--- config.mk ---
export PLATFORM = sky130hd
export DESIGN_NAME = gpio_route
export DESIGN_NICKNAME = d
export VERILOG_FILES = /design/src/hdl/gpio_route_pkg.sv /design/src/hdl/gpio_route.sv
export SDC_FILE = /design/constraint.sdc
export NUM_CORES = 1
export LEC_CHECK = 0
export BUFFER_PORTS_ARGS = -buffer_cell sky130_fd_sc_hd__buf_2
export CAP_MARGIN = 20
export CELL_PAD_IN_SITES_DETAIL_PLACEMENT = 0
export CELL_PAD_IN_SITES_GLOBAL_PLACEMENT = 1
export CORE_MARGIN = 3
export CORE_UTILIZATION = 41
export CTS_CLUSTER_SIZE = 24
export DETAILED_ROUTE_END_ITERATION = 6
export PLACE_DENSITY_LB_ADDON = 0.1
export SLEW_MARGIN = 15
export SYNTH_ARGS = -nofsm -noshare
export SYNTH_HDL_FRONTEND = slang
export SYNTH_SLANG_ARGS = --single-unit
--- constraint.sdc ---
create_clock -name core_clk_i -period 2.6 [get_ports core_clk_i]
set_input_delay 0.52 -clock core_clk_i [delete_from_list [all_inputs] [get_ports core_clk_i]]
set_output_delay 0.52 -clock core_clk_i [all_outputs]
set_load 0.01 [all_outputs]
--- src/hdl/gpio_route_pkg.sv ---
// Purpose: Shared constants for the GPIO and terminal routing block
// Assumes: AXI4-Lite, 32-bit data, 12-bit byte address
// Notes:   Register index times four gives the byte address
package gpio_route_pkg;
   // ----------------------------------------------------------------
   // Register map
   // ----------------------------------------------------------------
   localparam logic [9:0] IDX_CHG = 10'h088;
   localparam logic [9:0] IDX_GPI = 10'h08a;
   localparam logic [9:0] IDX_GPO = 10'h08b;
   localparam logic [9:0] IDX_ROUTE = 10'h08c;
   localparam logic [11:0] ADDR_CHG = {IDX_CHG, 2'b00};
   localparam logic [11:0] ADDR_GPI = {IDX_GPI, 2'b00};
   localparam logic [11:0] ADDR_GPO = {IDX_GPO, 2'b00};
   localparam logic [11:0] ADDR_ROUTE = {IDX_ROUTE, 2'b00};
   localparam int AW = 12;
   localparam int NGP = 5;
   localparam int NT = 7;
   localparam int FW = 4;
   // ----------------------------------------------------------------
   // Reset values and fields
   // ----------------------------------------------------------------
   localparam logic [31:0] ROUTE_RST = 32'h0000_1000;
   localparam logic [31:0] ROUTE_LIVE = 32'h0fff_ffff;
   localparam logic [4:0] GPO_RST = 5'h00;
   localparam logic [6:0] OE_N_RST = 7'h7f;
   localparam logic [1:0] RESP_OKAY = 2'h0;
   localparam logic [1:0] RESP_SLVERR = 2'h2;
   // Routing codes shared by several terminals
   localparam logic [3:0] C_GPI = 4'h0;
   localparam logic [3:0] C_GPO = 4'h1;
   localparam logic [3:0] C_ALT = 4'h1;
   localparam logic [3:0] C_PWM = 4'h8;
   localparam logic [3:0] C_WAKE = 4'he;
   // Source vector positions; 15:0 are the IRQ lines
   localparam int S_INTA = 16;
   localparam int S_INTB = 17;
   localparam int S_INTC = 18;
   localparam int S_INTD = 19;
   localparam int S_PWM = 20;
   localparam int S_FW = 21;
   localparam int S_SKT = 22;
   localparam int S_LEDA = 23;
   localparam int S_RI = 24;
   localparam int S_TMUX = 25;
   localparam int S_WAKE = 26;
   localparam int S_SCTX = 27;
   localparam int S_CLK = 28;
   localparam int S_SER = 29;
   localparam int S_LOCK = 30;
   // IRQ codes legal per terminal, terminal 6 first
   localparam logic [6:0][15:0] IRQ_OK = {16'hfffc, 16'h8228,
      16'h8218, 16'hfffc, 16'h0438, 16'h8e28, 16'h8e38};
   // Bit 3 valid, bits 2:0 GPIO index, terminal 6 first
   localparam logic [6:0][3:0] GP_MAP = {4'h0, 4'hc, 4'hb, 4'h0,
      4'ha, 4'h9, 4'h8};
   localparam logic [4:0][2:0] GPI_TERM = {3'd5, 3'd4, 3'd2, 3'd1,
      3'd0};
endpackage

--- src/hdl/gpio_route.sv ---
// Purpose: GPIO levels, input change flags and routing of seven
//          multifunction terminals, behind an AXI4-Lite slave
// Assumes: arst_n_i is the global reset; pins synchronous
// Notes:   Terminals drive only while their code selects an output
// Functional notes
// - Input register bits 4:0 return the current general input levels
// - Bits 7:5 of input and output registers read zero, ignore writes
// - Output register bits 4:0 are writable, drive outputs, reset zero
// - Routing register bits 31:28 always read zero
// - Field 27:24 routes terminal 6: clock run or IRQ2..IRQ15
// - Field 23:20 routes terminal 5 by its code table
// - Field 19:16 routes terminal 4 by its code table
// - Field 15:12 routes terminal 3: serial IRQ or IRQ2..15, reset 0001
// - Field 11:8 routes terminal 2 by its code table
// - Field 7:4 routes terminal 1 by its code table
// - Field 3:0 routes terminal 0 by its code table
// - Routing resets to 0x00001000; only global reset clears fields
// - Routing defaults may be loaded from serial EEPROM at startup
// - A routed input changing level sets its sticky change flag
//
// Chosen here: register access over AXI4-Lite.
`timescale 1ns/10ps
module gpio_route (
   // Clock and global reset
   input wire logic core_clk_i,
   input wire logic arst_n_i,
   // AXI4-Lite slave
   input wire logic [gpio_route_pkg::AW-1:0] s_axi_awaddr_i,
   input wire logic s_axi_awvalid_i,
   output logic s_axi_awready_o,
   input wire logic [31:0] s_axi_wdata_i,
   input wire logic [3:0] s_axi_wstrb_i,
   input wire logic s_axi_wvalid_i,
   output logic s_axi_wready_o,
   output logic [1:0] s_axi_bresp_o,
   output logic s_axi_bvalid_o,
   input wire logic s_axi_bready_i,
   input wire logic [gpio_route_pkg::AW-1:0] s_axi_araddr_i,
   input wire logic s_axi_arvalid_i,
   output logic s_axi_arready_o,
   output logic [31:0] s_axi_rdata_o,
   output logic [1:0] s_axi_rresp_o,
   output logic s_axi_rvalid_o,
   input wire logic s_axi_rready_i,
   // Serial EEPROM loader
   input wire logic eeprom_load_i,
   input wire logic [31:0] eeprom_route_i,
   // Internal signals to route
   input wire logic [15:0] irq_i,
   input wire logic [3:0] pci_int_i,
   input wire logic card_audio_pwm_i,
   input wire logic firewire_activity_led_i,
   input wire logic socket_activity_led_i,
   input wire logic led_a_one_i,
   input wire logic ring_indicate_output_i,
   input wire logic test_multiplexer_output_i,
   input wire logic wake_event_output_i,
   input wire logic smartcard_debug_transmit_i,
   input wire logic clkrun_out_i,
   input wire logic clkrun_oe_n_i,
   input wire logic serialized_interrupt_out_i,
   input wire logic serialized_interrupt_oe_n_i,
   input wire logic lock_out_i,
   input wire logic lock_oe_n_i,
   // Signals taken from terminals
   output logic smartcard_debug_receive_o,
   output logic clkrun_in_o,
   output logic serialized_interrupt_in_o,
   output logic lock_in_o,
   // Multifunction terminals
   input wire logic [6:0] term_in_i,
   output logic [6:0] term_out_o,
   output logic [6:0] term_oe_n_o
);
   import gpio_route_pkg::*;

   typedef struct packed {
      logic awready;
      logic wready;
      logic bvalid;
      logic [1:0] bresp;
      logic arready;
      logic rvalid;
      logic [1:0] rresp;
      logic [31:0] rdata;
      logic [AW-1:0] rd_addr;
      logic aw_have;
      logic w_have;
      logic [AW-1:0] awaddr;
      logic [31:0] wdata;
      logic [3:0] wstrb;
      logic [4:0] general_output_levels;
      logic [4:0] general_input_levels;
      logic [4:0] chg;
      logic [31:0] route;
      logic [6:0] term_out;
      logic [6:0] term_oe_n;
      logic sc_rx;
      logic clk_in;
      logic ser_in;
      logic lock_in;
   } state_t;

   localparam state_t ST_RST = '{route: ROUTE_RST, general_output_levels: GPO_RST,
      term_oe_n: OE_N_RST, default: '0};

   state_t s_q;
   state_t s_d;
   logic [30:0] src;

   // ----------------------------------------------------------------
   // Terminal decode
   // ----------------------------------------------------------------
   // Returns {oe_n, level}; reserved and input codes leave it undriven
   function automatic logic [1:0] term_drive(input logic [2:0] t,
      input logic [3:0] c, input logic [30:0] s, input logic g,
      input logic [2:0] boe);
      logic [1:0] r;
      r = 2'b10;
      if (IRQ_OK[t][c]) begin
         r = {1'b0, s[c]};
      end
      if (t == 3'd6 || t == 3'd3) begin
         if (c == C_ALT) begin
            r = (t == 3'd6) ? {boe[0], s[S_CLK]} :
               {boe[1], s[S_SER]};
         end
      end else begin
         if (c == C_GPO) begin
            r = {1'b0, g};
         end
         if (c == C_PWM) begin
            r = {1'b0, s[S_PWM]};
         end
         if (c == C_WAKE) begin
            r = {1'b0, s[S_WAKE]};
         end
         case ({t, c})
            {3'd5, 4'hb}, {3'd1, 4'h4}: r = {1'b0, s[S_FW]};
            {3'd5, 4'hc}, {3'd1, 4'hc}, {3'd0, 4'hc}: r = {1'b0, s[S_LEDA]};
            {3'd5, 4'hd}, {3'd4, 4'hd}: r = {1'b0, s[S_SKT]};
            {3'd4, 4'h2}: r = {boe[2], s[S_LOCK]};
            {3'd4, 4'h5}: r = {1'b0, s[S_SCTX]};
            {3'd4, 4'ha}: r = {1'b0, s[S_INTD]};
            {3'd4, 4'hc}, {3'd2, 4'hc}: r = {1'b0, s[S_RI]};
            {3'd2, 4'hb}: r = {1'b0, s[S_INTC]};
            {3'd2, 4'hd}: r = {1'b0, s[S_TMUX]};
            {3'd2, 4'hf}: r = {1'b0, s[7]};
            {3'd1, 4'h2}: r = {1'b0, s[S_INTB]};
            {3'd0, 4'h2}: r = {1'b0, s[S_INTA]};
            default: ;
         endcase
      end
      return r;
   endfunction

   function automatic logic [3:0] field(input logic [31:0] rt,
      input logic [2:0] t);
      return rt[FW*t +: FW];
   endfunction

   assign src = {lock_out_i, serialized_interrupt_out_i, clkrun_out_i,
      smartcard_debug_transmit_i, wake_event_output_i,
      test_multiplexer_output_i, ring_indicate_output_i, led_a_one_i,
      socket_activity_led_i, firewire_activity_led_i, card_audio_pwm_i,
      pci_int_i, irq_i};

   // ----------------------------------------------------------------
   // Next state
   // ----------------------------------------------------------------
   always_comb begin
      logic [3:0] m;
      logic [2:0] t;
      logic [1:0] dr;
      logic [31:0] rt;
      logic [4:0] ev;
      m = '0;
      t = '0;
      dr = '0;
      rt = '0;
      ev = '0;
      s_d = s_q;
      // Write address and data are taken independently
      if (s_axi_awvalid_i && s_q.awready) begin
         s_d.aw_have = 1'b1;
         s_d.awaddr = s_axi_awaddr_i;
      end
      if (s_axi_wvalid_i && s_q.wready) begin
         s_d.w_have = 1'b1;
         s_d.wdata = s_axi_wdata_i;
         s_d.wstrb = s_axi_wstrb_i;
      end
      if (s_q.bvalid && s_axi_bready_i) begin
         s_d.bvalid = 1'b0;
      end
      // Input sampling and change flags
      for (int i = 0; i < NGP; i++) begin
         t = GPI_TERM[i];
         if (field(s_q.route, t) == C_GPI) begin
            s_d.general_input_levels[i] = term_in_i[t];
            if (term_in_i[t] != s_q.general_input_levels[i]) begin
               ev[i] = 1'b1;
               s_d.chg[i] = 1'b1;
            end
         end
      end
      // Register writes
      if (s_q.aw_have && s_q.w_have && !s_q.bvalid) begin
         s_d.aw_have = 1'b0;
         s_d.w_have = 1'b0;
         s_d.bvalid = 1'b1;
         s_d.bresp = RESP_OKAY;
         case (s_q.awaddr)
            ADDR_CHG: begin
               // Write one clears; a new change in the same cycle wins
               if (s_q.wstrb[0]) begin
                  s_d.chg = (s_q.chg & ~s_q.wdata[4:0]) | ev;
               end
            end
            ADDR_GPO: begin
               if (s_q.wstrb[0]) begin
                  s_d.general_output_levels = s_q.wdata[4:0];
               end
            end
            ADDR_ROUTE: begin
               rt = s_q.route;
               for (int b = 0; b < 4; b++) begin
                  if (s_q.wstrb[b]) begin
                     rt[8*b +: 8] = s_q.wdata[8*b +: 8];
                  end
               end
               s_d.route = rt & ROUTE_LIVE;
            end
            ADDR_GPI: ;
            default: s_d.bresp = RESP_SLVERR;
         endcase
      end
      // EEPROM defaults override any concurrent software routing write
      if (eeprom_load_i) begin
         s_d.route = eeprom_route_i & ROUTE_LIVE;
      end
      s_d.awready = !s_d.aw_have && !s_d.bvalid;
      s_d.wready = !s_d.w_have && !s_d.bvalid;
      // Read channel
      if (s_q.rvalid && s_axi_rready_i) begin
         s_d.rvalid = 1'b0;
      end
      if (s_axi_arvalid_i && s_q.arready) begin
         s_d.rvalid = 1'b1;
         s_d.rd_addr = s_axi_araddr_i;
         s_d.rresp = RESP_OKAY;
         s_d.rdata = '0;
         case (s_axi_araddr_i)
            ADDR_CHG: s_d.rdata[4:0] = s_q.chg;
            ADDR_GPI: s_d.rdata[4:0] = s_q.general_input_levels;
            ADDR_GPO: s_d.rdata[4:0] = s_q.general_output_levels;
            ADDR_ROUTE: s_d.rdata = s_q.route & ROUTE_LIVE;
            default: s_d.rresp = RESP_SLVERR;
         endcase
      end
      s_d.arready = !s_d.rvalid;
      // Terminal drive
      for (int k = 0; k < NT; k++) begin
         t = 3'(k);
         m = GP_MAP[k];
         dr = term_drive(t, field(s_q.route, t), src,
            m[3] & s_q.general_output_levels[m[2:0]],
            {lock_oe_n_i, serialized_interrupt_oe_n_i, clkrun_oe_n_i});
         s_d.term_oe_n[k] = dr[1];
         s_d.term_out[k] = dr[0];
      end
      s_d.sc_rx = (field(s_q.route, 3'd5) == 4'h4) & term_in_i[5];
      s_d.clk_in = (field(s_q.route, 3'd6) == C_ALT) & term_in_i[6];
      s_d.ser_in = (field(s_q.route, 3'd3) == C_ALT) & term_in_i[3];
      s_d.lock_in = (field(s_q.route, 3'd4) == 4'h2) & term_in_i[4];
   end

   // Only the global reset clears routing, outputs and flags
   always_ff @(posedge core_clk_i or negedge arst_n_i) begin
      if (!arst_n_i) begin
         s_q <= ST_RST;
      end else begin
         s_q <= s_d;
      end
   end

   assign s_axi_awready_o = s_q.awready;
   assign s_axi_wready_o = s_q.wready;
   assign s_axi_bvalid_o = s_q.bvalid;
   assign s_axi_bresp_o = s_q.bresp;
   assign s_axi_arready_o = s_q.arready;
   assign s_axi_rvalid_o = s_q.rvalid;
   assign s_axi_rresp_o = s_q.rresp;
   assign s_axi_rdata_o = s_q.rdata;
   assign term_out_o = s_q.term_out;
   assign term_oe_n_o = s_q.term_oe_n;
   assign smartcard_debug_receive_o = s_q.sc_rx;
   assign clkrun_in_o = s_q.clk_in;
   assign serialized_interrupt_in_o = s_q.ser_in;
   assign lock_in_o = s_q.lock_in;
endmodule // gpio_route

==> results.py, run 1 <==
metrics = {
    "outcome": {
        "status": "completed",
    },
    "finish": {
        "nFillCells": 1607,
        "final_net_count": 935,
        "fin_util": 0.5048,
        "final_common_cell": "buf_2",
        "fin_cells": 1032,
        "final_cell_mix": "184 x buf_2, 134 x dfrtp_1, 61 x nand2_1",
        "drive_above_1_share": 0.3970,
        "syn_to_final_growth_pct": 20.14,
    },
    "critical_path": {
        "cp_max_fo": 16,
        "worst_setup_path_start_kind": "register",
        "ff2ff_setup_slack_ns": 0.48,
        "cp_data_arrival_time_ns": 2.38,
        "worst_setup_path_end_kind": "register",
        "critPathKind": "reg2reg",
        "crit_required_ns": 2.86,
    },
    "floorplanning": {
        "dieArea_mm2": 0.01936,
        "die_y_um": 139.1,
        "start_util": 0.4201,
        "std_cell_rows": 48,
        "core-area_mm2": 0.01730,
        "die_x_um": 139.1,
        "io_pins": 200,
    },
    "clock_tree": {
        "post_cts_resized": 0,
        "h-tree-depth": 4,
        "clk-insertion-delay-late_ns": 0.41,
        "path_clk_slew_ns": 0.06,
        "cts_tree": "done",
        "cts_num_sinks": 142,
        "cts_root_buf": "clkbuf_16",
        "cts.path.max_buffers": 2,
        "cts_buffers": 17,
        "ctsHoldBuffers": 0,
        "cts_setup_buffers": 0,
    },
    "timing": {
        "period_needed_ns": 2.119,
        "setup_violations": 0,
        "relSlewSlack": 0.3669,
        "fin_skew_ns": 0.008208,
        "fin_tns_setup_ns": 0,
        "fin_ws_ns": 0.4813,
        "hold_viol_final": 0,
        "max_freq_mhz": 472.0,
        "maxSlewViolCount": 0,
        "tightest_slew_ns": 0.9409,
        "rsz0062_at_grt": "false",
        "post-route-period-util": 0.8149,
    },
    "synth": {
        "syn_area_mm2": 0.007267,
        "synth_warnings": 0,
        "ys.flop_type": "dfrtp_1",
        "synth_edf_count": 0,
        "synth.distinct_cells": 60,
        "async_reset_ff_frac": 1.000,
        "yosysSeqAreaShare": 0.4904,
        "synth_area_per_cell_um2": 10.98,
        "synthCells": 662,
        "ys_ff_latch": 142,
    },
    "global_routing": {
        "grt_overflow": 0,
        "grt_pass1_vias": 5616,
        "antenna_found_initial": 4,
        "grt_start_max_net_pins": 57,
        "grt_pass1_wl_mm": 30.37,
        "track_usage": 0.1979,
    },
    "power_and_ir_drop": {
        "vdd_drop_max_uv": 516.9,
        "power_density_mw_per_mm2": 835.9,
        "p_leak_nw": 4.119,
    },
    "place": {
        "dp_worst_setup_slack_ns": 0.4719,
        "dp_hpwl_mm": 14.60,
        "gp_congestion": 0.8202,
        "place_inst": 1000,
        "port_buffers": 185,
    },
    "route": {
        "drt-total-wl_mm": 18.79,
        "vias": 5440,
        "drt_iter0_markers": 345,
        "drc": 0,
        "first_pass_iters": 5,
        "final_antenna_net_count": 0,
        "vias_per_cell": 5.271,
        "routedWlPerCell_um": 18.21,
    },
    "run": {
        "drv_cap": 0,
    },
    "min_path": {
        "hold_class": "in2async",
    },
}
## worst max-delay path: stages, from the launching register on
cell and delay [ns]:
dfrtp_1 0.39, and3b_1 0.40, nand3_1 0.30, nor4b_4 0.67, o21ai_0 0.20
## registers in the layout, indices dropped and copies added, names as in the netlist
name / count
clkrun_in_o: 1
lock_in_o: 1
s_axi_arready_o: 1
s_axi_awready_o: 1
s_axi_bresp_o: 1
s_axi_bvalid_o: 1
s_axi_rdata_o: 28
s_axi_rresp_o: 1
s_axi_rvalid_o: 1
s_axi_wready_o: 1
s_q: 89
serialized_interrupt_in_o: 1
smartcard_debug_receive_o: 1
term_oe_n_o: 7
term_out_o: 7
## routing by layer
metal	wire length, µm	up-vias	GRT usage	part of all wire
met5	60	-	0	0.0032
met4	475	6	0.07724	0.025
met3	1280	36	0.05655	0.068
met2	8811	199	0.3148	0.47
met1	8160	2587	0.2572	0.43
li1	-	2612	-	-
## layout make-up
class                   count  area [µm²]  area share
clock buffers              17       425.4     0.04872
multi-input cells         415        3108      0.3560
repair buffers            202        1072      0.1228
flip-flops and latches    142        3563      0.4081
clock inverters            14       217.7     0.02494
well taps                 225       281.5     0.03224
inverters                  16       60.06    0.006879
diodes                      1       2.502   0.0002866
## logic make-up (layout without fill, tap and decap cells)
kind of cell / after synthesis / count (layout) / share of synthesized area
other: 1 / 7 / 0.0005160
AO/OA/AOI/OAI: 138 / 138 / 0.1284
multiplexers: 96 / 96 / 0.1594
XOR/XNOR: 5 / 5 / 0.006026
buffers and inverters: 110 / 249 / 0.08454
AND/OR/NAND/NOR: 170 / 170 / 0.1307
flip-flops: 142 / 142 / 0.4904
## synthesized netlist by cell type (all sizes together) (6+ instances only)
cell type  count  area share
a21oi         20       0.014
a22o          33       0.040
a22oi          9      0.0093
a31oi         14       0.012
buf           60       0.059
clkbuf        34       0.018
dfrtp        134        0.46
dfstp          8       0.029
inv           16      0.0083
mux2          58       0.090
mux2i         28       0.039
mux4          10       0.031
nand2         61       0.032
nand3         13      0.0090
nand3b         6      0.0062
nor2          28       0.014
nor2b         16       0.014
nor4          10       0.012
o21ai         38       0.027
## power breakdown
| group | switching (W) | internal (W) |
|---|---|---|
| clock network | 0.000946 | 0.00170 |
| registers | 0.000494 | 0.00276 |
| logic | 0.000618 | 0.000780 |
| total | 0.00206 | 0.00524 |
## worst paths after layout
kind | endpoint | cells past startpoint | from
max | s_q[18] | 4 | s_axi_bvalid_o
min | s_axi_rdata_o[27] | 1 | arst_n_i
max reg2reg | s_q[18] | 4 | s_axi_bvalid_o
min in group core_clk_i | s_axi_rvalid_o | 2 | s_axi_rready_i
max in group asynchronous | term_oe_n_o[1] | 2 | arst_n_i
min reg2reg | s_q[24] | 2 | s_q[75]
## per-stage QoR
step / hold WS (ns) / area (µm²) / total power, W
after CTS: 0.07516 / 8728 / 0.007375
after global placement: 0.4569 / 8085 / 0.004615
after global routing: 0.1012 / 8731 / 0.007700
after floorplan: 0.2244 / 7286 / 0.004205
after detailed placement: 0.4654 / 8085 / 0.004704
final: 0.07019 / 8731 / 0.007298
(Power assumes the default switching activity.)
==> run 2: changes to the inputs <==
- clock period: 2.6 -> 2 ns (I/O delays scaled with it)
==> run 2 against run 1 <==
Compared with the run above: global-route usage up 0.16 points; combinational power up 34%; hold slack better by 0.13 ns.
==> results.py, run 2 (same netlist as run 1, synthesis figures left out) <==
metrics = {
    "route": {
        "drc": 0,
        "final_antenna_net_count": 0,
        "first_pass_iters": 5,
        "drt-total-wl_mm": 19.01,
        "routedWlPerCell_um": 18.18,
        "vias": 5449,
        "vias_per_cell": 5.209,
        "drt_iter0_markers": 345,
    },
    "outcome": {
        "status": "completed",
    },
    "min_path": {
        "hold_class": "in2reg",
    },
    "clock_tree": {
        "cts_tree": "done",
        "cts.path.max_buffers": 2,
        "cts_buffers": 17,
        "cts_setup_buffers": 0,
        "path_clk_slew_ns": 0.06,
        "cts_num_sinks": 142,
        "clk-insertion-delay-late_ns": 0.42,
        "cts_root_buf": "clkbuf_16",
        "h-tree-depth": 4,
    },
    "timing": {
        "post-route-period-util": 0.9218,
        "fin_tns_setup_ns": 0,
        "setup_violations": 0,
        "period_needed_ns": 1.844,
        "maxSlewViolCount": 0,
        "fin_skew_ns": 0.009105,
        "relSlewSlack": 0.5472,
        "rsz0062_at_grt": "false",
        "tightest_slew_ns": 0.6729,
        "max_freq_mhz": 542.4,
        "hold_viol_final": 0,
    },
    "place": {
        "dp_hpwl_mm": 14.74,
        "port_buffers": 185,
        "gp_congestion": 0.8701,
        "place_inst": 1016,
    },
    "finish": {
        "antenna_cells": 0,
        "top_register": "s_q",
        "fin_cells": 1046,
        "fin_util": 0.5131,
        "final_cell_mix": "184 x buf_2, 134 x dfrtp_1, 61 x nand2_1",
        "largest_reg_flops": 89,
        "final_common_cell": "buf_2",
        "syn_to_final_growth_pct": 22.12,
        "drive_above_1_share": 0.4044,
        "final_net_count": 952,
    },
    "floorplanning": {
        "die_x_um": 139.1,
        "std_cell_rows": 48,
        "dieArea_mm2": 0.01936,
        "die_y_um": 139.1,
        "core-area_mm2": 0.01730,
        "io_pins": 200,
        "start_util": 0.4201,
    },
    "power_and_ir_drop": {
        "vdd_drop_max_uv": 623.0,
        "p_leak_nw": 4.215,
        "power_density_mw_per_mm2": 1067,
    },
    "global_routing": {
        "grt_pass1_vias": 5556,
        "antenna_found_initial": 2,
        "grt_start_max_net_pins": 53,
        "grt_overflow": 0,
        "track_usage": 0.1995,
        "grt_pass1_wl_mm": 30.41,
    },
    "run": {
        "drv_cap": 0,
    },
    "critical_path": {
        "crit_chain": "nor4b_4, nand4_4, nor4_4, nand2_1, a22o_1",
        "cp_max_fo": 5,
        "critPathKind": "reg2reg",
        "crit_required_ns": 2.30,
        "cp_data_arrival_time_ns": 2.15,
        "cpPeakStageDelay_ns": 0.44,
        "worst_setup_path_start_kind": "register",
        "worst_setup_path_end_kind": "register",
        "cpMaxStageDelayCell": "nor4_4",
    },
}
## run 2: cell types whose count changed in the layout (fill, tap and decap cells not counted), moves of 2 or more
| cell | delta |
|---|---|
| clkinvlp_4 | -3 |
| clkbuf_1 | +2 |
| clkinv_4 | -2 |
| buf_4 | +13 |
| buf_12 | +2 |
| clkbuf_8 | +5 |
| clkinv_2 | -2 |
## run 2: report_power, final
group	internal [W]	switching [W]
Sequential	0.00359	0.000631
Combinational	0.00105	0.000821
Clock	0.00224	0.00114
## run 2: repair_timing
item,4_1_cts,5_1_grt
endpoints found under the hold margin,42,0
gates resized for setup,0,1
setup endpoints to repair,0,1
hold buffers,1,0
## run 2: final timing paths
kind	from	slack, ns	to	cells after the start
worst max-delay path	s_q[108]	0.16	s_q[53]	5
worst min-delay path	term_in_i[3]	0.20	serialized_interrupt_in_o	3
worst max register to register	s_q[108]	0.16	s_q[53]	5
worst min register to register	s_axi_rdata_o[4]	0.47	s_axi_rdata_o[4]	2
max in group asynchronous	arst_n_i	0.83	s_q[38]	3
min in group asynchronous	arst_n_i	0.51	s_axi_rdata_o[27]	2
## run 2: layout make-up
cell class,count,area (µm²)
fillers,1619,8422
clock inverters,5,128.9
repair buffers,219,1231
flip-flops and latches,142,3563
clock buffers,24,501.7
inverters,16,60.06
well taps,225,281.5
multi-input cells,415,3108
## run 2: layer usage
layer  global-route usage  share of wire
met1               0.2590           0.44
met2               0.3263           0.48
met3              0.06172          0.070
met4              0.05355          0.012
met5                    0        0.00084
## run 2: through the flow
step                cell area, µm²  hold WS, ns  worst slack [ns]  total power [W]
floorplan                     7286       0.1044           0.08258         0.005467
global placement              8230       0.3887            0.1671         0.006045
detailed placement            8230       0.3931            0.1703         0.006148
CTS                           8871       0.1831            0.1544         0.009551
global route                  8875       0.1842           0.02979         0.009973
finish                        8875       0.2039            0.1564         0.009465
## run 2: worst max-delay path, delay by kind of cell, from the launching register on
kind	cells	cell delay (ns)
flip-flops	1	0.40
AO/OA/AOI/OAI	1	0.25
AND/OR/NAND/NOR	4	1.07
==> run 3: changes to the inputs <==
- CTS_CLUSTER_SIZE: 24 -> 28
- GPL_TIMING_DRIVEN: unset -> 1
- PLACE_DENSITY: unset -> 0.86
- PLACE_DENSITY_LB_ADDON: 0.1 -> unset
==> run 3 against run 2 <==
Compared with the run above: utilization hardly changed; count of clock-buffer cells in the layout is 3 lower; critical path depth is 1 lower; sequential share of layout area hardly changed.
==> results.py, run 3 (same netlist as run 1, synthesis figures left out) <==
metrics = {
    "clock_tree": {
        "cts_num_sinks": 142,
        "clk-insertion-delay-late_ns": 0.41,
        "path_clk_slew_ns": 0.06,
        "cts.path.max_buffers": 2,
        "cts_setup_buffers": 0,
        "cts_buffers": 17,
        "h-tree-depth": 4,
        "cts_tree": "done",
        "cts_root_buf": "clkbuf_16",
    },
    "route": {
        "final_antenna_net_count": 0,
        "drt-total-wl_mm": 18.59,
        "drc": 0,
        "drt_iter0_markers": 288,
        "vias_per_cell": 5.232,
        "vias": 5488,
        "first_pass_iters": 4,
        "routedWlPerCell_um": 17.72,
    },
    "critical_path": {
        "critPathKind": "reg2reg",
        "worst_setup_path_start_kind": "register",
        "cpPeakStageDelay_ns": 0.40,
        "cp_data_arrival_time_ns": 2.12,
        "ff2ff_setup_slack_ns": 0.18,
        "cp_max_fo": 5,
        "crit_chain": "nor4b_4, nand4_4, nor3_4, mux2_2",
        "worst_setup_path_end_kind": "register",
        "crit_required_ns": 2.30,
        "critPathTopFamily": "simple AND/OR/NAND/NOR gates",
        "cpMaxStageDelayCell": "dfrtp_1",
        "crit_buf_inv": 0,
    },
    "floorplanning": {
        "die_x_um": 139.1,
        "start_util": 0.4201,
        "std_cell_rows": 48,
        "die_y_um": 139.1,
        "dieArea_mm2": 0.01936,
        "io_pins": 200,
        "core-area_mm2": 0.01730,
    },
    "timing": {
        "post-route-period-util": 0.9085,
        "setup_violations": 0,
        "fin_tns_setup_ns": 0,
        "relSlewSlack": 0.5884,
        "fin_skew_ns": 0.007610,
        "tightest_slew_ns": 0.6117,
        "max_freq_mhz": 550.4,
        "hold-worst-slack_ns": 0.2030,
        "rsz0062_at_grt": "false",
        "hold_viol_final": 0,
        "period_needed_ns": 1.817,
        "maxSlewViolCount": 0,
    },
    "power_and_ir_drop": {
        "power_density_mw_per_mm2": 1065,
        "p_leak_nw": 4.219,
        "vdd_drop_max_uv": 596.3,
        "total_power_w": 0.009456,
    },
    "outcome": {
        "status": "completed",
    },
    "finish": {
        "final_cell_mix": "184 x buf_2, 134 x dfrtp_1, 61 x nand2_1",
        "final_net_count": 951,
        "largest_reg_flops": 89,
        "finalInstanceArea_mm2": 0.008882,
        "syn_to_final_growth_pct": 22.23,
        "nFillCells": 1551,
        "fin_cells": 1049,
        "top_register": "s_q",
        "drive_above_1_share": 0.4075,
        "final_common_cell": "buf_2",
    },
    "place": {
        "dp_hpwl_mm": 14.40,
        "port_buffers": 185,
        "placed_area_mm2": 0.008223,
        "place_inst": 1015,
        "gp_congestion": 0.9054,
    },
    "global_routing": {
        "track_usage": 0.1942,
        "grt_start_max_net_pins": 38,
        "antenna_found_initial": 4,
        "grt_pass1_vias": 5508,
        "grt_overflow": 0,
        "grt_pass1_wl_mm": 29.89,
    },
    "min_path": {
        "hold_class": "in2reg",
    },
    "run": {
        "drv_cap": 0,
    },
}
==> run 3: layer usage <==
layer	global-route usage	wire length (µm)	part of all wire	vias up
li1	-	-	-	2646
met5	0	34	0.0018	-
met1	0.2634	8215	0.44	2640
met3	0.05345	1015	0.055	36
met2	0.2946	8739	0.47	162
met4	0.08290	583	0.031	4
==> run 3: area by class of cell <==
class                   count  area (µm²)  share of cell area
clock inverters            10       160.2             0.01803
well taps                 225       281.5             0.03169
clock buffers              21       480.5             0.05409
inverters                  16       60.06            0.006762
diodes                      2       5.005           0.0005635
repair buffers            218        1224              0.1378
multi-input cells         415        3108              0.3499
flip-flops and latches    142        3563              0.4012
==> run 3: where the power goes <==
| group | leakage (nW) | internal (W) | total [W] | switching (W) |
|---|---|---|---|---|
| Clock | 0.315 | 0.00221 | 0.00339 | 0.00118 |
| Combinational | 2.18 | 0.00106 | 0.00187 | 0.000810 |
| Sequential | 1.73 | 0.00359 | 0.00420 | 0.000610 |
==> run 3: worst paths after layout <==
| check | cells past startpoint | startpoint | to |
|---|---|---|---|
| max in group asynchronous | 3 | arst_n_i | s_q[84] |
| min in group asynchronous | 2 | arst_n_i | s_q[108] |
| setup / recovery | 4 | s_q[108] | s_q[61] |
| setup reg to reg | 4 | s_q[108] | s_q[61] |
| hold reg to reg | 2 | s_axi_rdata_o[4] | s_axi_rdata_o[4] |
| hold / removal | 2 | s_axi_rready_i | s_axi_rvalid_o |
==> run 3: worst reg2reg max path: stages, from the launching register on <==
cell,delay (ns)
dfrtp_1,0.40
nor4b_4,0.36
nand4_4,0.18
nor3_4,0.38
mux2_2,0.38
==> run 3: metrics by stage <==
step | setup slack (ns) | utilization
after floorplan | 0.08258 | -
after global placement | 0.1908 | 0.4754
after detailed placement | 0.1568 | 0.4754
after CTS | 0.1485 | 0.5130
after global routing | 0.02873 | 0.5135
final | 0.1830 | 0.5135
==> run 3: repair_timing <==
action / 4_1_cts / 5_1_grt
hold buffers: 1 / 0
hold endpoints to repair: 26 / 0
resized for setup: 0 / 1
setup endpoints to repair: 0 / 1
